===== config.mk =====
export PLATFORM = sky130hd
export DESIGN_NAME = tse_thermal_supervisor
export DESIGN_NICKNAME = d
export VERILOG_FILES = /design/src/tse_pkg.sv /design/src/tse_thermal_supervisor.sv
export SDC_FILE = /design/constraint.sdc
export NUM_CORES = 1
export LEC_CHECK = 0
export BUFFER_PORTS_ARGS = -buffer_cell sky130_fd_sc_hd__buf_2
export CAP_MARGIN = 20
export CORE_MARGIN = 1.5
export CORE_UTILIZATION = 57
export CTS_BUF_LIST = sky130_fd_sc_hd__clkbuf_2 sky130_fd_sc_hd__clkbuf_4 sky130_fd_sc_hd__clkbuf_8
export DETAILED_ROUTE_END_ITERATION = 8
export GPL_TIMING_DRIVEN = 0
export PLACE_DENSITY_LB_ADDON = 0.05
export SYNTH_ARGS = -nofsm -noshare
export SYNTH_HDL_FRONTEND = slang
export SYNTH_SLANG_ARGS = --single-unit

===== constraint.sdc =====
create_clock -name clk_sys -period 2.3 [get_ports clk_sys]
set_input_delay 0.345 -clock clk_sys [delete_from_list [all_inputs] [get_ports clk_sys]]
set_output_delay 0.345 -clock clk_sys [all_outputs]
set_load 0.01 [all_outputs]

===== src/tse_pkg.sv =====
// Constants for the thermal supervision event block.
// Assumes a byte-wide register port with nine address bits.
package tse_pkg;

  ////////////////////////////////////////////////////////////////////////////
  // Register port geometry
  localparam int          TSE_ADDR_W  = 9;
  localparam int          TSE_DATA_W  = 8;

  ////////////////////////////////////////////////////////////////////////////
  // Register offsets
  localparam logic [8:0]  TSE_ADDR_STATUS  = 9'h051;
  localparam logic [8:0]  TSE_ADDR_EVENTS  = 9'h053;
  localparam logic [8:0]  TSE_ADDR_MASKS   = 9'h055;
  localparam logic [8:0]  TSE_ADDR_CONV    = 9'h05D;
  localparam logic [8:0]  TSE_ADDR_ALMCFG  = 9'h143;

  ////////////////////////////////////////////////////////////////////////////
  // Field positions in status, events and masks
  localparam int          TSE_BIT_WARN     = 2;
  localparam int          TSE_BIT_CRIT     = 3;

  // Field positions in converter_control
  localparam int          TSE_BIT_CONV_ON  = 0;
  localparam int          TSE_BIT_GPI_LO   = 1;
  localparam int          TSE_BIT_GPI_HI   = 2;

  // Field positions in alarm_pin_config
  localparam int          TSE_BIT_ALM_POL  = 0;
  localparam int          TSE_BIT_ALM_TYPE = 1;
  localparam int          TSE_BIT_ALM_IRQ  = 2;

  ////////////////////////////////////////////////////////////////////////////
  // Fixed reset values; events keep theirs, the others apply until the programmable defaults load
  localparam logic [7:0]  TSE_RST_MASKS    = 8'h00;
  localparam logic [7:0]  TSE_RST_CONV     = 8'h00;
  localparam logic [7:0]  TSE_RST_ALMCFG   = 8'h04;
  localparam logic [7:0]  TSE_RST_EVENTS   = 8'h00;

  // Writable bits of each register; the rest read as zero
  localparam logic [7:0]  TSE_WMASK_MASKS  = 8'h0C;
  localparam logic [7:0]  TSE_WMASK_CONV   = 8'h07;
  localparam logic [7:0]  TSE_WMASK_ALMCFG = 8'h07;

  ////////////////////////////////////////////////////////////////////////////
  // Input synchroniser
  localparam int          TSE_SYNC_STAGES  = 3;
  localparam int          TSE_NUM_IN       = 4;
  localparam int          TSE_IN_WARN      = 0;
  localparam int          TSE_IN_CRIT      = 1;
  localparam int          TSE_IN_POR       = 2;
  localparam int          TSE_IN_GPI       = 3;

endpackage


===== src/tse_thermal_supervisor.sv =====
// Thermal supervision: status, events, alarm pin, converter shutdown
// and core reset driven by three on-die temperature comparators.
// Assumes the serial control port delivers decoded one-cycle read and
// write strobes with address and data, and comparators are asynchronous.
`timescale 1ns/1ps

// Functional notes
// RL1: Supervise three rising thresholds: warning, critical, reset.
// RL2: Warning onset sets status and latches event.
// RL3: Unmasked warning event drives alarm pin active.
// RL4: Warning status follows comparator level exactly.
// RL5: Critical onset forces converter off immediately.
// RL6: Critical onset sets status, latches maskable event.
// RL7: Critical status follows comparator level exactly.
// RL8: Converter held off while critical flag active.
// RL9: Restart needs converter_on write or pin toggle.
// RL10: Reset level asserts core reset until cleared.
// RL11: Some reset values load from programmable memory.
// RL12: Write-back clears events; concurrent events are delayed.
// RL13: Status mode: events on rising edge, selectable polarity.
// RL14: Comparator flags synchronised before any use.
module tse_thermal_supervisor
  import tse_pkg::*;
(
  input  wire logic                  clk_sys,
  input  wire logic                  rst,
  // Asynchronous comparator flags and converter control pin
  input  wire logic                  temp_warn_cmp,
  input  wire logic                  thermal_critical_cmp,
  input  wire logic                  temp_por_cmp,
  input  wire logic                  conv_ctrl_pin,
  // Programmable defaults, valid from power-up
  input  wire logic [7:0]            otp_masks_dflt,
  input  wire logic [7:0]            otp_conv_dflt,
  input  wire logic [7:0]            otp_almcfg_dflt,
  // Decoded register port
  input  wire logic [TSE_ADDR_W-1:0] reg_addr,
  input  wire logic [TSE_DATA_W-1:0] reg_wdata,
  input  wire logic                  reg_wr,
  input  wire logic                  reg_rd,
  output logic      [TSE_DATA_W-1:0] reg_rdata,
  // Device-side outputs
  output logic                       alarm_output,
  output logic                       alarm_output_oe_n,
  output logic                       converter_enable,
  output logic                       core_reset
);

  ////////////////////////////////////////////////////////////////////////////
  // Declarations
  logic [TSE_NUM_IN-1:0] sync1_r;
  logic [TSE_NUM_IN-1:0] sync2_r;
  logic [TSE_NUM_IN-1:0] sync3_r;
  logic [TSE_NUM_IN-1:0] level_r;
  logic [TSE_NUM_IN-1:0] level_nxt;
  logic                  por_level_r;
  logic                  core_rst;
  logic                  otp_load_r;
  logic [7:0]            status;
  logic [7:0]            status_prev_r;
  logic [7:0]            rise;
  logic [7:0]            events_r;
  logic [7:0]            events_nxt;
  logic [7:0]            pending_r;
  logic [7:0]            masks_r;
  logic [7:0]            conv_r;
  logic [7:0]            almcfg_r;
  logic                  wr_events;
  logic                  wr_masks;
  logic                  wr_conv;
  logic                  wr_almcfg;
  logic                  gpi_prev_r;
  logic                  gpi_toggle;
  logic                  gpi_selected;
  logic                  thermal_lock_r;
  logic                  restart_req;
  logic                  run_request;
  logic                  alarm_active;
  logic [7:0]            rdata_r;
  logic                  alarm_r;
  logic                  conv_en_r;

  ////////////////////////////////////////////////////////////////////////////
  // Helpers

  // Address match for a write or read strobe
  function automatic logic hit(input logic [TSE_ADDR_W-1:0] a,
                               input logic [TSE_ADDR_W-1:0] target);
    hit = (a == target);
  endfunction

  // Keep only the writable bits of new data; the other bits become zero
  function automatic logic [7:0] merge(input logic [7:0] data,
                                       input logic [7:0] wmask);
    merge = data & wmask;
  endfunction

  ////////////////////////////////////////////////////////////////////////////
  // Input synchronisers: three stages, accept once stages two and three agree

  // Shift chain; first stage feeds only the second
  always_ff @(posedge clk_sys) begin
    if (rst) begin
      sync1_r <= '0;
      sync2_r <= '0;
      sync3_r <= '0;
    end else begin
      sync1_r <= {conv_ctrl_pin, temp_por_cmp, thermal_critical_cmp, temp_warn_cmp};
      sync2_r <= sync1_r;
      sync3_r <= sync2_r;
    end
  end

  // Filtered levels change only when the last two stages agree
  always_comb begin
    for (int i = 0; i < TSE_NUM_IN; i++) begin
      level_nxt[i] = (sync2_r[i] == sync3_r[i]) ? sync3_r[i] : level_r[i];
    end
  end

  // Filtered comparator and pin levels
  always_ff @(posedge clk_sys) begin
    if (rst) begin
      level_r <= '0;
    end else begin
      level_r <= level_nxt; // RL14
    end
  end

  ////////////////////////////////////////////////////////////////////////////
  // Core reset from the reset-level comparator

  // Held for as long as the over-temperature persists
  always_ff @(posedge clk_sys) begin
    if (rst) begin
      por_level_r <= 1'b0;
    end else begin
      por_level_r <= level_r[TSE_IN_POR]; // RL10
    end
  end

  // Everything below halts while the core is held in reset
  assign core_rst = rst | por_level_r; // RL10

  ////////////////////////////////////////////////////////////////////////////
  // Programmable defaults load in the first cycle after reset

  // Load flag, set by reset and cleared once defaults are in
  always_ff @(posedge clk_sys) begin
    if (core_rst) begin
      otp_load_r <= 1'b1;
    end else begin
      otp_load_r <= 1'b0; // RL11
    end
  end

  ////////////////////////////////////////////////////////////////////////////
  // Status and event detection

  // Status bits follow the filtered comparator levels
  always_comb begin
    status               = 8'h00;
    status[TSE_BIT_WARN] = level_r[TSE_IN_WARN]; // RL1 RL4
    status[TSE_BIT_CRIT] = level_r[TSE_IN_CRIT]; // RL1 RL7
  end

  // Previous status for inactive-to-active detection
  always_ff @(posedge clk_sys) begin
    if (core_rst) begin
      status_prev_r <= 8'h00;
    end else begin
      status_prev_r <= status;
    end
  end

  // Events are raised only on a rising status bit
  assign rise = status & ~status_prev_r; // RL13

  ////////////////////////////////////////////////////////////////////////////
  // Register write decode
  assign wr_events = reg_wr & hit(reg_addr, TSE_ADDR_EVENTS);
  assign wr_masks  = reg_wr & hit(reg_addr, TSE_ADDR_MASKS);
  assign wr_conv   = reg_wr & hit(reg_addr, TSE_ADDR_CONV);
  assign wr_almcfg = reg_wr & hit(reg_addr, TSE_ADDR_ALMCFG);

  ////////////////////////////////////////////////////////////////////////////
  // Event register with write-back clear

  // New events during a clearing write wait one cycle in pending
  always_comb begin
    if (wr_events) begin
      events_nxt = events_r & ~reg_wdata; // RL12
    end else begin
      events_nxt = events_r | rise | pending_r; // RL2 RL6
    end
  end

  // Latched events
  always_ff @(posedge clk_sys) begin
    if (core_rst) begin
      events_r <= TSE_RST_EVENTS;
    end else begin
      events_r <= events_nxt;
    end
  end

  // Holding stage for events that coincide with a clear
  always_ff @(posedge clk_sys) begin
    if (core_rst) begin
      pending_r <= 8'h00;
    end else if (wr_events) begin
      pending_r <= pending_r | rise; // RL12
    end else begin
      pending_r <= 8'h00;
    end
  end

  ////////////////////////////////////////////////////////////////////////////
  // Mask, converter control and alarm pin configuration

  // Mask register, default from programmable memory
  always_ff @(posedge clk_sys) begin
    if (core_rst) begin
      masks_r <= TSE_RST_MASKS;
    end else if (otp_load_r) begin
      masks_r <= merge(otp_masks_dflt, TSE_WMASK_MASKS); // RL11
    end else if (wr_masks) begin
      masks_r <= merge(reg_wdata, TSE_WMASK_MASKS);
    end
  end

  // Converter control register, default from programmable memory
  always_ff @(posedge clk_sys) begin
    if (core_rst) begin
      conv_r <= TSE_RST_CONV;
    end else if (otp_load_r) begin
      conv_r <= merge(otp_conv_dflt, TSE_WMASK_CONV); // RL11
    end else if (wr_conv) begin
      conv_r <= merge(reg_wdata, TSE_WMASK_CONV);
    end
  end

  // Alarm pin configuration, default from programmable memory
  always_ff @(posedge clk_sys) begin
    if (core_rst) begin
      almcfg_r <= TSE_RST_ALMCFG;
    end else if (otp_load_r) begin
      almcfg_r <= merge(otp_almcfg_dflt, TSE_WMASK_ALMCFG); // RL11
    end else if (wr_almcfg) begin
      almcfg_r <= merge(reg_wdata, TSE_WMASK_ALMCFG);
    end
  end

  ////////////////////////////////////////////////////////////////////////////
  // Converter shutdown and managed restart

  // Control pin steers the converter when a pin is selected
  assign gpi_selected = |conv_r[TSE_BIT_GPI_HI:TSE_BIT_GPI_LO];

  // Previous pin level for toggle detection
  always_ff @(posedge clk_sys) begin
    if (core_rst) begin
      gpi_prev_r <= 1'b0;
    end else begin
      gpi_prev_r <= level_r[TSE_IN_GPI];
    end
  end

  assign gpi_toggle  = gpi_selected & (gpi_prev_r != level_r[TSE_IN_GPI]);

  // Restart needs a fresh enable write or a pin toggle
  assign restart_req = (wr_conv & reg_wdata[TSE_BIT_CONV_ON]) | gpi_toggle; // RL9

  // Lock set on critical; survives cooling until a restart request
  always_ff @(posedge clk_sys) begin
    if (core_rst) begin
      thermal_lock_r <= 1'b0;
    end else if (level_r[TSE_IN_CRIT]) begin
      thermal_lock_r <= 1'b1; // RL8
    end else if (restart_req) begin
      thermal_lock_r <= 1'b0; // RL9
    end
  end

  // Requested run state from pin or register
  assign run_request = gpi_selected ? level_r[TSE_IN_GPI] : conv_r[TSE_BIT_CONV_ON];

  // Critical overrides register and pin without software action
  always_ff @(posedge clk_sys) begin
    if (core_rst) begin
      conv_en_r <= 1'b0;
    end else if (level_r[TSE_IN_CRIT]) begin
      conv_en_r <= 1'b0; // RL5 RL8
    end else if (thermal_lock_r & ~restart_req) begin
      conv_en_r <= 1'b0; // RL9
    end else begin
      conv_en_r <= run_request;
    end
  end

  ////////////////////////////////////////////////////////////////////////////
  // Alarm pin

  // IRQ mode: unmasked latched events; status mode: unmasked status
  always_comb begin
    if (almcfg_r[TSE_BIT_ALM_IRQ]) begin
      alarm_active = |(events_r & ~masks_r); // RL3 RL6
    end else begin
      alarm_active = |(status & ~masks_r); // RL13
    end
  end

  // Pin level: IRQ is active low, status mode uses the polarity bit
  always_ff @(posedge clk_sys) begin
    if (core_rst) begin
      alarm_r <= 1'b1;
    end else if (almcfg_r[TSE_BIT_ALM_IRQ]) begin
      alarm_r <= ~alarm_active; // RL3
    end else begin
      alarm_r <= almcfg_r[TSE_BIT_ALM_POL] ? alarm_active : ~alarm_active; // RL13
    end
  end

  // Open-drain type releases the pin unless it pulls low in IRQ mode; status mode and push-pull type always drive it
  logic oe_n_r;
  always_ff @(posedge clk_sys) begin
    if (core_rst) begin
      oe_n_r <= 1'b1;
    end else if (almcfg_r[TSE_BIT_ALM_TYPE]) begin
      oe_n_r <= 1'b0;
    end else if (almcfg_r[TSE_BIT_ALM_IRQ]) begin
      oe_n_r <= ~alarm_active;
    end else begin
      oe_n_r <= 1'b0;
    end
  end

  ////////////////////////////////////////////////////////////////////////////
  // Register read port: data one cycle after the read strobe

  // Unmapped addresses and reserved bits return zero
  always_ff @(posedge clk_sys) begin
    if (core_rst) begin
      rdata_r <= 8'h00;
    end else if (reg_rd) begin
      if (hit(reg_addr, TSE_ADDR_STATUS)) begin
        rdata_r <= status;
      end else if (hit(reg_addr, TSE_ADDR_EVENTS)) begin
        rdata_r <= events_r;
      end else if (hit(reg_addr, TSE_ADDR_MASKS)) begin
        rdata_r <= masks_r;
      end else if (hit(reg_addr, TSE_ADDR_CONV)) begin
        rdata_r <= conv_r;
      end else if (hit(reg_addr, TSE_ADDR_ALMCFG)) begin
        rdata_r <= almcfg_r;
      end else begin
        rdata_r <= 8'h00;
      end
    end
  end

  ////////////////////////////////////////////////////////////////////////////
  // Outputs, each straight from a flip-flop
  assign reg_rdata         = rdata_r;
  assign alarm_output      = alarm_r;
  assign alarm_output_oe_n = oe_n_r;
  assign converter_enable  = conv_en_r;
  assign core_reset        = por_level_r;

endmodule

==> impl_metrics.yaml, run 1 <==
global_routing:
  grt_antenna_before_repair: 0
  grt_pass1_vias: 1602
  track_usage_pct: 23.0
  grt_start_max_net_pins: 15
  grt_first_pass_wirelength_mm: 7.31
  overflow: 0
cts:
  h-tree-depth: 2
  numCtsBuffers: 5
  cts_max_path_buffers: 2
  cts_hold_buf: 0
  cts_setup_buffers: 0
  path_clk_slew_ns: 0.09
  cts-resized-gates: 0
  insertion_delay_ns: 0.30
  cts_sinks: 51
  cts_tree: "done"
  root_buffer: "clkbuf_8"
timing:
  max-slew-margin-rel_pct: 70.4
  min_period_over_period_pct: 64.7
  setup_ws_ns: 0.813
  worst_pin_slew_ns: 0.443
  rsz0062_at_grt: "no"
  hold_viol: 0
  fin_crit_ns: 1.49
  slew_viol_final: 0
  fin_skew_ns: 0.00849
  tns_ns: 0
  setup_violations: 0
  fmax_ghz: 0.672
synth:
  synth_top_area_share_pct: 48.0
  ys.flop_type: "dfxtp_1"
  synth_top_cell_by_area: "dfxtp_1"
  synth.most_common_cell: "dfxtp_1"
  postSynthCellCount: 224
  synthArstFlopShare_pct: 0
  synth.distinct_cells: 48
  ys_seq_area_share_pct: 48.0
  yosys-top-cells-count: "dfxtp_1, a21oi_1, nor2b_1"
  synth.net_count: 273
  ys_ff_latch: 51
  synth_edf_count: 0
  synth_area_sq_mm: 0.00213
  synth.yosys.warnings: 0
  synthTopCellsByArea: "dfxtp_1, nor2b_1, a21oi_1"
  avgSynthCellArea_sq_um: 9.49
floorplan:
  die-area_sq_mm: 0.00410
  fp.dieH_microns: 64.1
  ios: 61
  start_util_pct: 58.5
  fp.dieW_microns: 64.1
  core_area_sq_mm: 0.00363
  rows: 22
critical_path:
  critical_path_buf_inv_count: 1
  arrival_ns: 1.66
  end_kind: "flip-flop"
  cpPeakStageDelay_ns: 0.36
  r2r_cells: 4
  reg2reg_slack_ns: 0.81
  cp_max_fo: 9
  crit_start: "core_reset"
  endpoint: "alarm_output"
  worstReg2RegEnd: "alarm_output"
  crit_cells: 4
  crit_path_top_delay_cell: "clkinv_1"
  r2r-start: "core_reset"
  startpoint_type: "flip-flop"
  cp_cell_sequence: "nor2_4, clkinv_1, a31oi_1, o21ai_0"
  crit_family: "compound AO/OA/AOI/OAI gates"
  crit_required_ns: 2.47
  critPathKind: "reg2reg"
route:
  drc: 0
  routedWlPerCell_microns: 13.5
  dr.pass1.iters: 4
  drtIter0Drc: 109
  ant_nets: 0
  wirelength_mm: 4.33
  via_per_inst: 5.40
  vias: 1732
min_path:
  hp-class: "in2reg"
layout:
  nets: 323
  multi_input_area_sq_mm: 0.00103
  fin_cells: 321
  drive_above_1_share_pct: 26.0
  syn_to_final_growth_pct: 16.5
  nFillCells: 323
  diodes: 0
  seqCellArea_sq_mm: 0.00102
pwr:
  p_per_area_mw_per_mm2: 613
  totalPowerFinal_mw: 1.52
  leakage_nw: 1.01
  ir_drop_v: 0.000627
placement:
  hpwl_mm: 3.27
  io_buffer_count: 43
  pre_cts_slack_ns: 0.644
  placedCellCount: 315
  place_congestion: 0.834
job:
  maxCapViolations: 0
outcome:
  outcome: "finished, final reports clean"
==> per-stage QoR <==
stage	hold WS [ns]	utilization, %	instance area [sq um]
global route	0.199	68.2	2480
CTS	0.202	68.2	2480
global placement	0.417	66.1	2400
finish	0.207	68.2	2480
floorplan	0.414	-	2130
detailed placement	0.433	66.1	2400
==> placed cells by master (no fill, tap or decap), types with 3 or more instances in the layout <==
| cell type | instances |
|---|---|
| dfxtp_1 | 51 |
| buf_2 | 47 |
| a21oi_1 | 25 |
| nor2b_1 | 24 |
| nor2_1 | 18 |
| nand2_1 | 14 |
| inv_1 | 6 |
| o21ai_0 | 6 |
| mux2i_1 | 5 |
| clkbuf_8 | 5 |
| nor3_2 | 4 |
| a31oi_1 | 4 |
| nor3b_1 | 4 |
| clkbuf_1 | 3 |
| o21a_1 | 3 |
| and2_1 | 3 |
| a211oi_1 | 3 |
| mux2_4 | 3 |
| a22oi_1 | 3 |
| nand3_1 | 3 |
| o2bb2ai_1 | 3 |
==> power by group <==
part	switching, mW	internal, mW	total, mW
registers	0.0131	0.904	0.917
logic	0.0731	0.0649	0.138
clock network	0.262	0.202	0.464
total	0.348	1.17	1.52
==> how the worst min path moves through the flow <==
stage | slack (ns) | endpoint | startpoint | depth (start not counted)
finish | 0.21 | events_r[4] | reg_wdata[4] | 2
global route | 0.20 | events_r[7] | reg_wdata[7] | 2
CTS | 0.20 | events_r[4] | reg_wdata[4] | 2
detailed placement | 0.43 | sync2_r[0] | sync1_r[0] | 1
global placement | 0.42 | sync2_r[2] | sync1_r[2] | 1
floorplan | 0.41 | sync2_r[0] | sync1_r[0] | 1
==> logic make-up after synthesis <==
family | after synthesis | share of synthesized area [%]
AO/OA/AOI/OAI | 54 | 15.7
multiplexers | 9 | 5.00
AND/OR/NAND/NOR | 92 | 27.1
buffers and inverters | 16 | 3.41
XOR/XNOR | 2 | 0.824
flip-flops | 51 | 48.0
==> cell type report <==
| class | instances | share of cell area, % |
|---|---|---|
| flip-flops and latches | 51 | 41.2 |
| clock inverters | 1 | 0.303 |
| repair buffers | 43 | 8.69 |
| clock buffers | 5 | 2.78 |
| multi-input cells | 157 | 41.7 |
| well taps | 48 | 2.42 |
| plain buffers | 9 | 1.87 |
| inverters | 7 | 1.06 |
==> metal layers <==
| layer | share of wire (%) | up-vias | GRT usage, % |
|---|---|---|---|
| met3 | 5.7 | 6 | 6.16 |
| met4 | 1.5 | 0 | 7.07 |
| li1 | - | 888 | - |
| met5 | 0 | - | 0 |
| met2 | 46 | 54 | 36.3 |
| met1 | 47 | 784 | 30.7 |
==> registers in the layout (all words and copies together) (netlist names) <==
register	cells
core_reset	1
converter_enable	1
alarm_output	1
otp_load_r	1
sync2_r	4
level_r	4
status_prev_r	2
events_r	8
conv_r	3
gpi_prev_r	1
pending_r	2
almcfg_r	3
sync3_r	4
reg_rdata	8
alarm_output_oe_n	1
masks_r	2
thermal_lock_r	1
sync1_r	4
==> worst register-to-register path, cell delays in order, from the launching register on <==
cell and delay [ns]:
dfxtp_1 0.34, nor2_4 0.24, clkinv_1 0.36, a31oi_1 0.30, o21ai_0 0.13
(Power assumes the default switching activity.)
==> inputs of run 2 (changes only) <==
- CORE_UTILIZATION: 57 -> 53
- clock period: 2.3 -> 1.47 ns (I/O delays scaled with it)
==> run 2 against run 1 <==
- clock power is 74% higher
- via count is 0.75% higher
- total power is 62% higher
- sequential cell count stayed put
- maximum frequency is 11% higher
- design area is 0.50% higher
- sequential power is 57% higher
- non-clock buffer count is 1 lower
- sequential share of layout area is 0.21 points lower
- highest routed layer unchanged
==> impl_metrics.yaml, run 2 (synthesis results as in run 1) <==
route:
  dr.pass1.iters: 4
  drtIter0Drc: 86
  drc: 0
  ant_nets: 0
  wirelength_mm: 4.43
  routedWlPerCell_microns: 13.8
  via_per_inst: 5.42
  vias: 1745
layout:
  final_cell_mix: "dfxtp_1, buf_2, a21oi_1"
  seqCellArea_sq_mm: 0.00102
  drive_above_1_share_pct: 27.0
  multi_input_area_sq_mm: 0.00103
  nFillCells: 351
  nets: 322
  diodes: 0
  final_common_cell: "dfxtp_1"
  fin_cells: 322
  syn_to_final_growth_pct: 17.1
cts:
  numCtsBuffers: 5
  cts_max_path_buffers: 2
  cts_setup_buffers: 0
  path_clk_slew_ns: 0.09
  h-tree-depth: 2
  cts_hold_buf: 0
  root_buffer: "clkbuf_8"
  insertion_delay_ns: 0.31
  cts_tree: "done"
  cts-resized-gates: 1
  cts_sinks: 51
critical_path:
  end_kind: "flip-flop"
  worstReg2RegEnd: "alarm_output"
  cpPeakStageDelay_ns: 0.35
  crit_path_top_delay_cell: "dfxtp_1"
  arrival_ns: 1.53
  crit_required_ns: 1.65
  critPathKind: "reg2reg"
  cp_max_fo: 9
  startpoint_type: "flip-flop"
  r2r-start: "core_reset"
  r2r_cells: 4
  cp_cell_sequence: "nor2_4, clkinv_2, a31oi_1, o21ai_0"
  reg2reg_slack_ns: 0.13
global_routing:
  track_usage_pct: 21.8
  grt_start_max_net_pins: 18
  grt_first_pass_wirelength_mm: 7.18
  overflow: 0
  grt_pass1_vias: 1592
  grt_antenna_before_repair: 0
timing:
  setup_violations: 0
  rsz0062_at_grt: "no"
  whs_ns: 0.0681
  fin_crit_ns: 1.34
  fin_skew_ns: 0.00437
  fmax_ghz: 0.745
  hold_viol: 0
  min_period_over_period_pct: 91.4
  worst_pin_slew_ns: 0.444
  tns_ns: 0
  setup_ws_ns: 0.127
  slew_viol_final: 0
  max-slew-margin-rel_pct: 70.2
pwr:
  switching_share_pct: 24.5
  p_int_mw: 1.86
  clockPowerShare_pct: 32.8
  totalPowerFinal_mw: 2.46
  ir_drop_v: 0.000745
  seq_power_share_pct: 58.4
  leakage_nw: 1.02
  p_per_area_mw_per_mm2: 989
  p_sw_mw: 0.604
  p_comb_share_pct: 8.8
floorplan:
  core_area_sq_mm: 0.00374
  rows: 22
  ios: 61
  fp.dieW_microns: 66.3
  fp.dieH_microns: 66.3
  start_util_pct: 56.8
  die-area_sq_mm: 0.00440
min_path:
  holdCritStartpoint: "reg_wdata[4]"
  min_to: "events_r[4]"
  hp-class: "in2reg"
  min_path_cells: 2
placement:
  pre_cts_slack_ns: -0.113
  placedCellCount: 315
  io_buffer_count: 43
  place_congestion: 0.865
  hpwl_mm: 3.37
job:
  maxCapViolations: 0
outcome:
  outcome: "finished, final reports clean"
==> run 2: cell types whose count changed in the layout (fill, tap and decap cells not counted), sizes merged <==
cell,previous run,this run
clkinv,1,3
clkinvlp,1,0
clkbuf,8,7
inv,6,7
==> run 2: how the worst max path moves through the flow <==
stage,endpoint,from,slack [ns],cells after the start
2_1_floorplan,conv_r[1],otp_load_r,0.21,5
3_3_place_gp,alarm_output,rst,-0.1,5
3_5_place_dp,alarm_output,rst,-0.11,5
4_1_cts,alarm_output,core_reset,0.13,4
5_1_grt,alarm_output,core_reset,0.04,4
6_report,alarm_output,core_reset,0.13,4
==> run 2: through the flow <==
stage                     utilization (%)  instance area, sq um
after floorplan                         -                  2130
after global placement               64.1                  2400
after detailed placement             64.1                  2400
after CTS                            66.5                  2490
after global routing                 66.5                  2490
final                                66.5                  2490
==> run 2: cell type report <==
cell class	count	area share, %
timing repair buffer	43	8.64
clock inverter	3	0.905
inverter	7	1.11
buffer	8	1.71
multi-input combinational	157	41.5
sequential	51	41.0
tap	48	2.41
clock buffer	5	2.76
==> run 2: per-layer routing <==
layer | global-route usage, % | up-vias | wire (microns)
met3 | 4.26 | 11 | 222
met4 | 12.0 | 0 | 114
met1 | 28.5 | 792 | 2150
li1 | - | 891 | -
met2 | 33.5 | 51 | 1950
met5 | 0 | - | 0
==> run 2: critical path, delay by kind of cell, from the launching register on <==
kind	cells	cell delay, ns
buffers and inverters	1	0.23
flip-flops	1	0.35
AND/OR/NAND/NOR	1	0.23
AO/OA/AOI/OAI	2	0.41
==> run 2: power by group through the flow <==
stage / sequential (mW) / combinational, mW / clock [mW]
6_report: 1.44 / 0.217 / 0.808
5_1_grt: 1.44 / 0.240 / 0.882
4_1_cts: 1.44 / 0.217 / 0.829
3_5_place_dp: 1.47 / 0.217 / 0
3_3_place_gp: 1.47 / 0.213 / 0
2_1_floorplan: 1.46 / 0.127 / 0
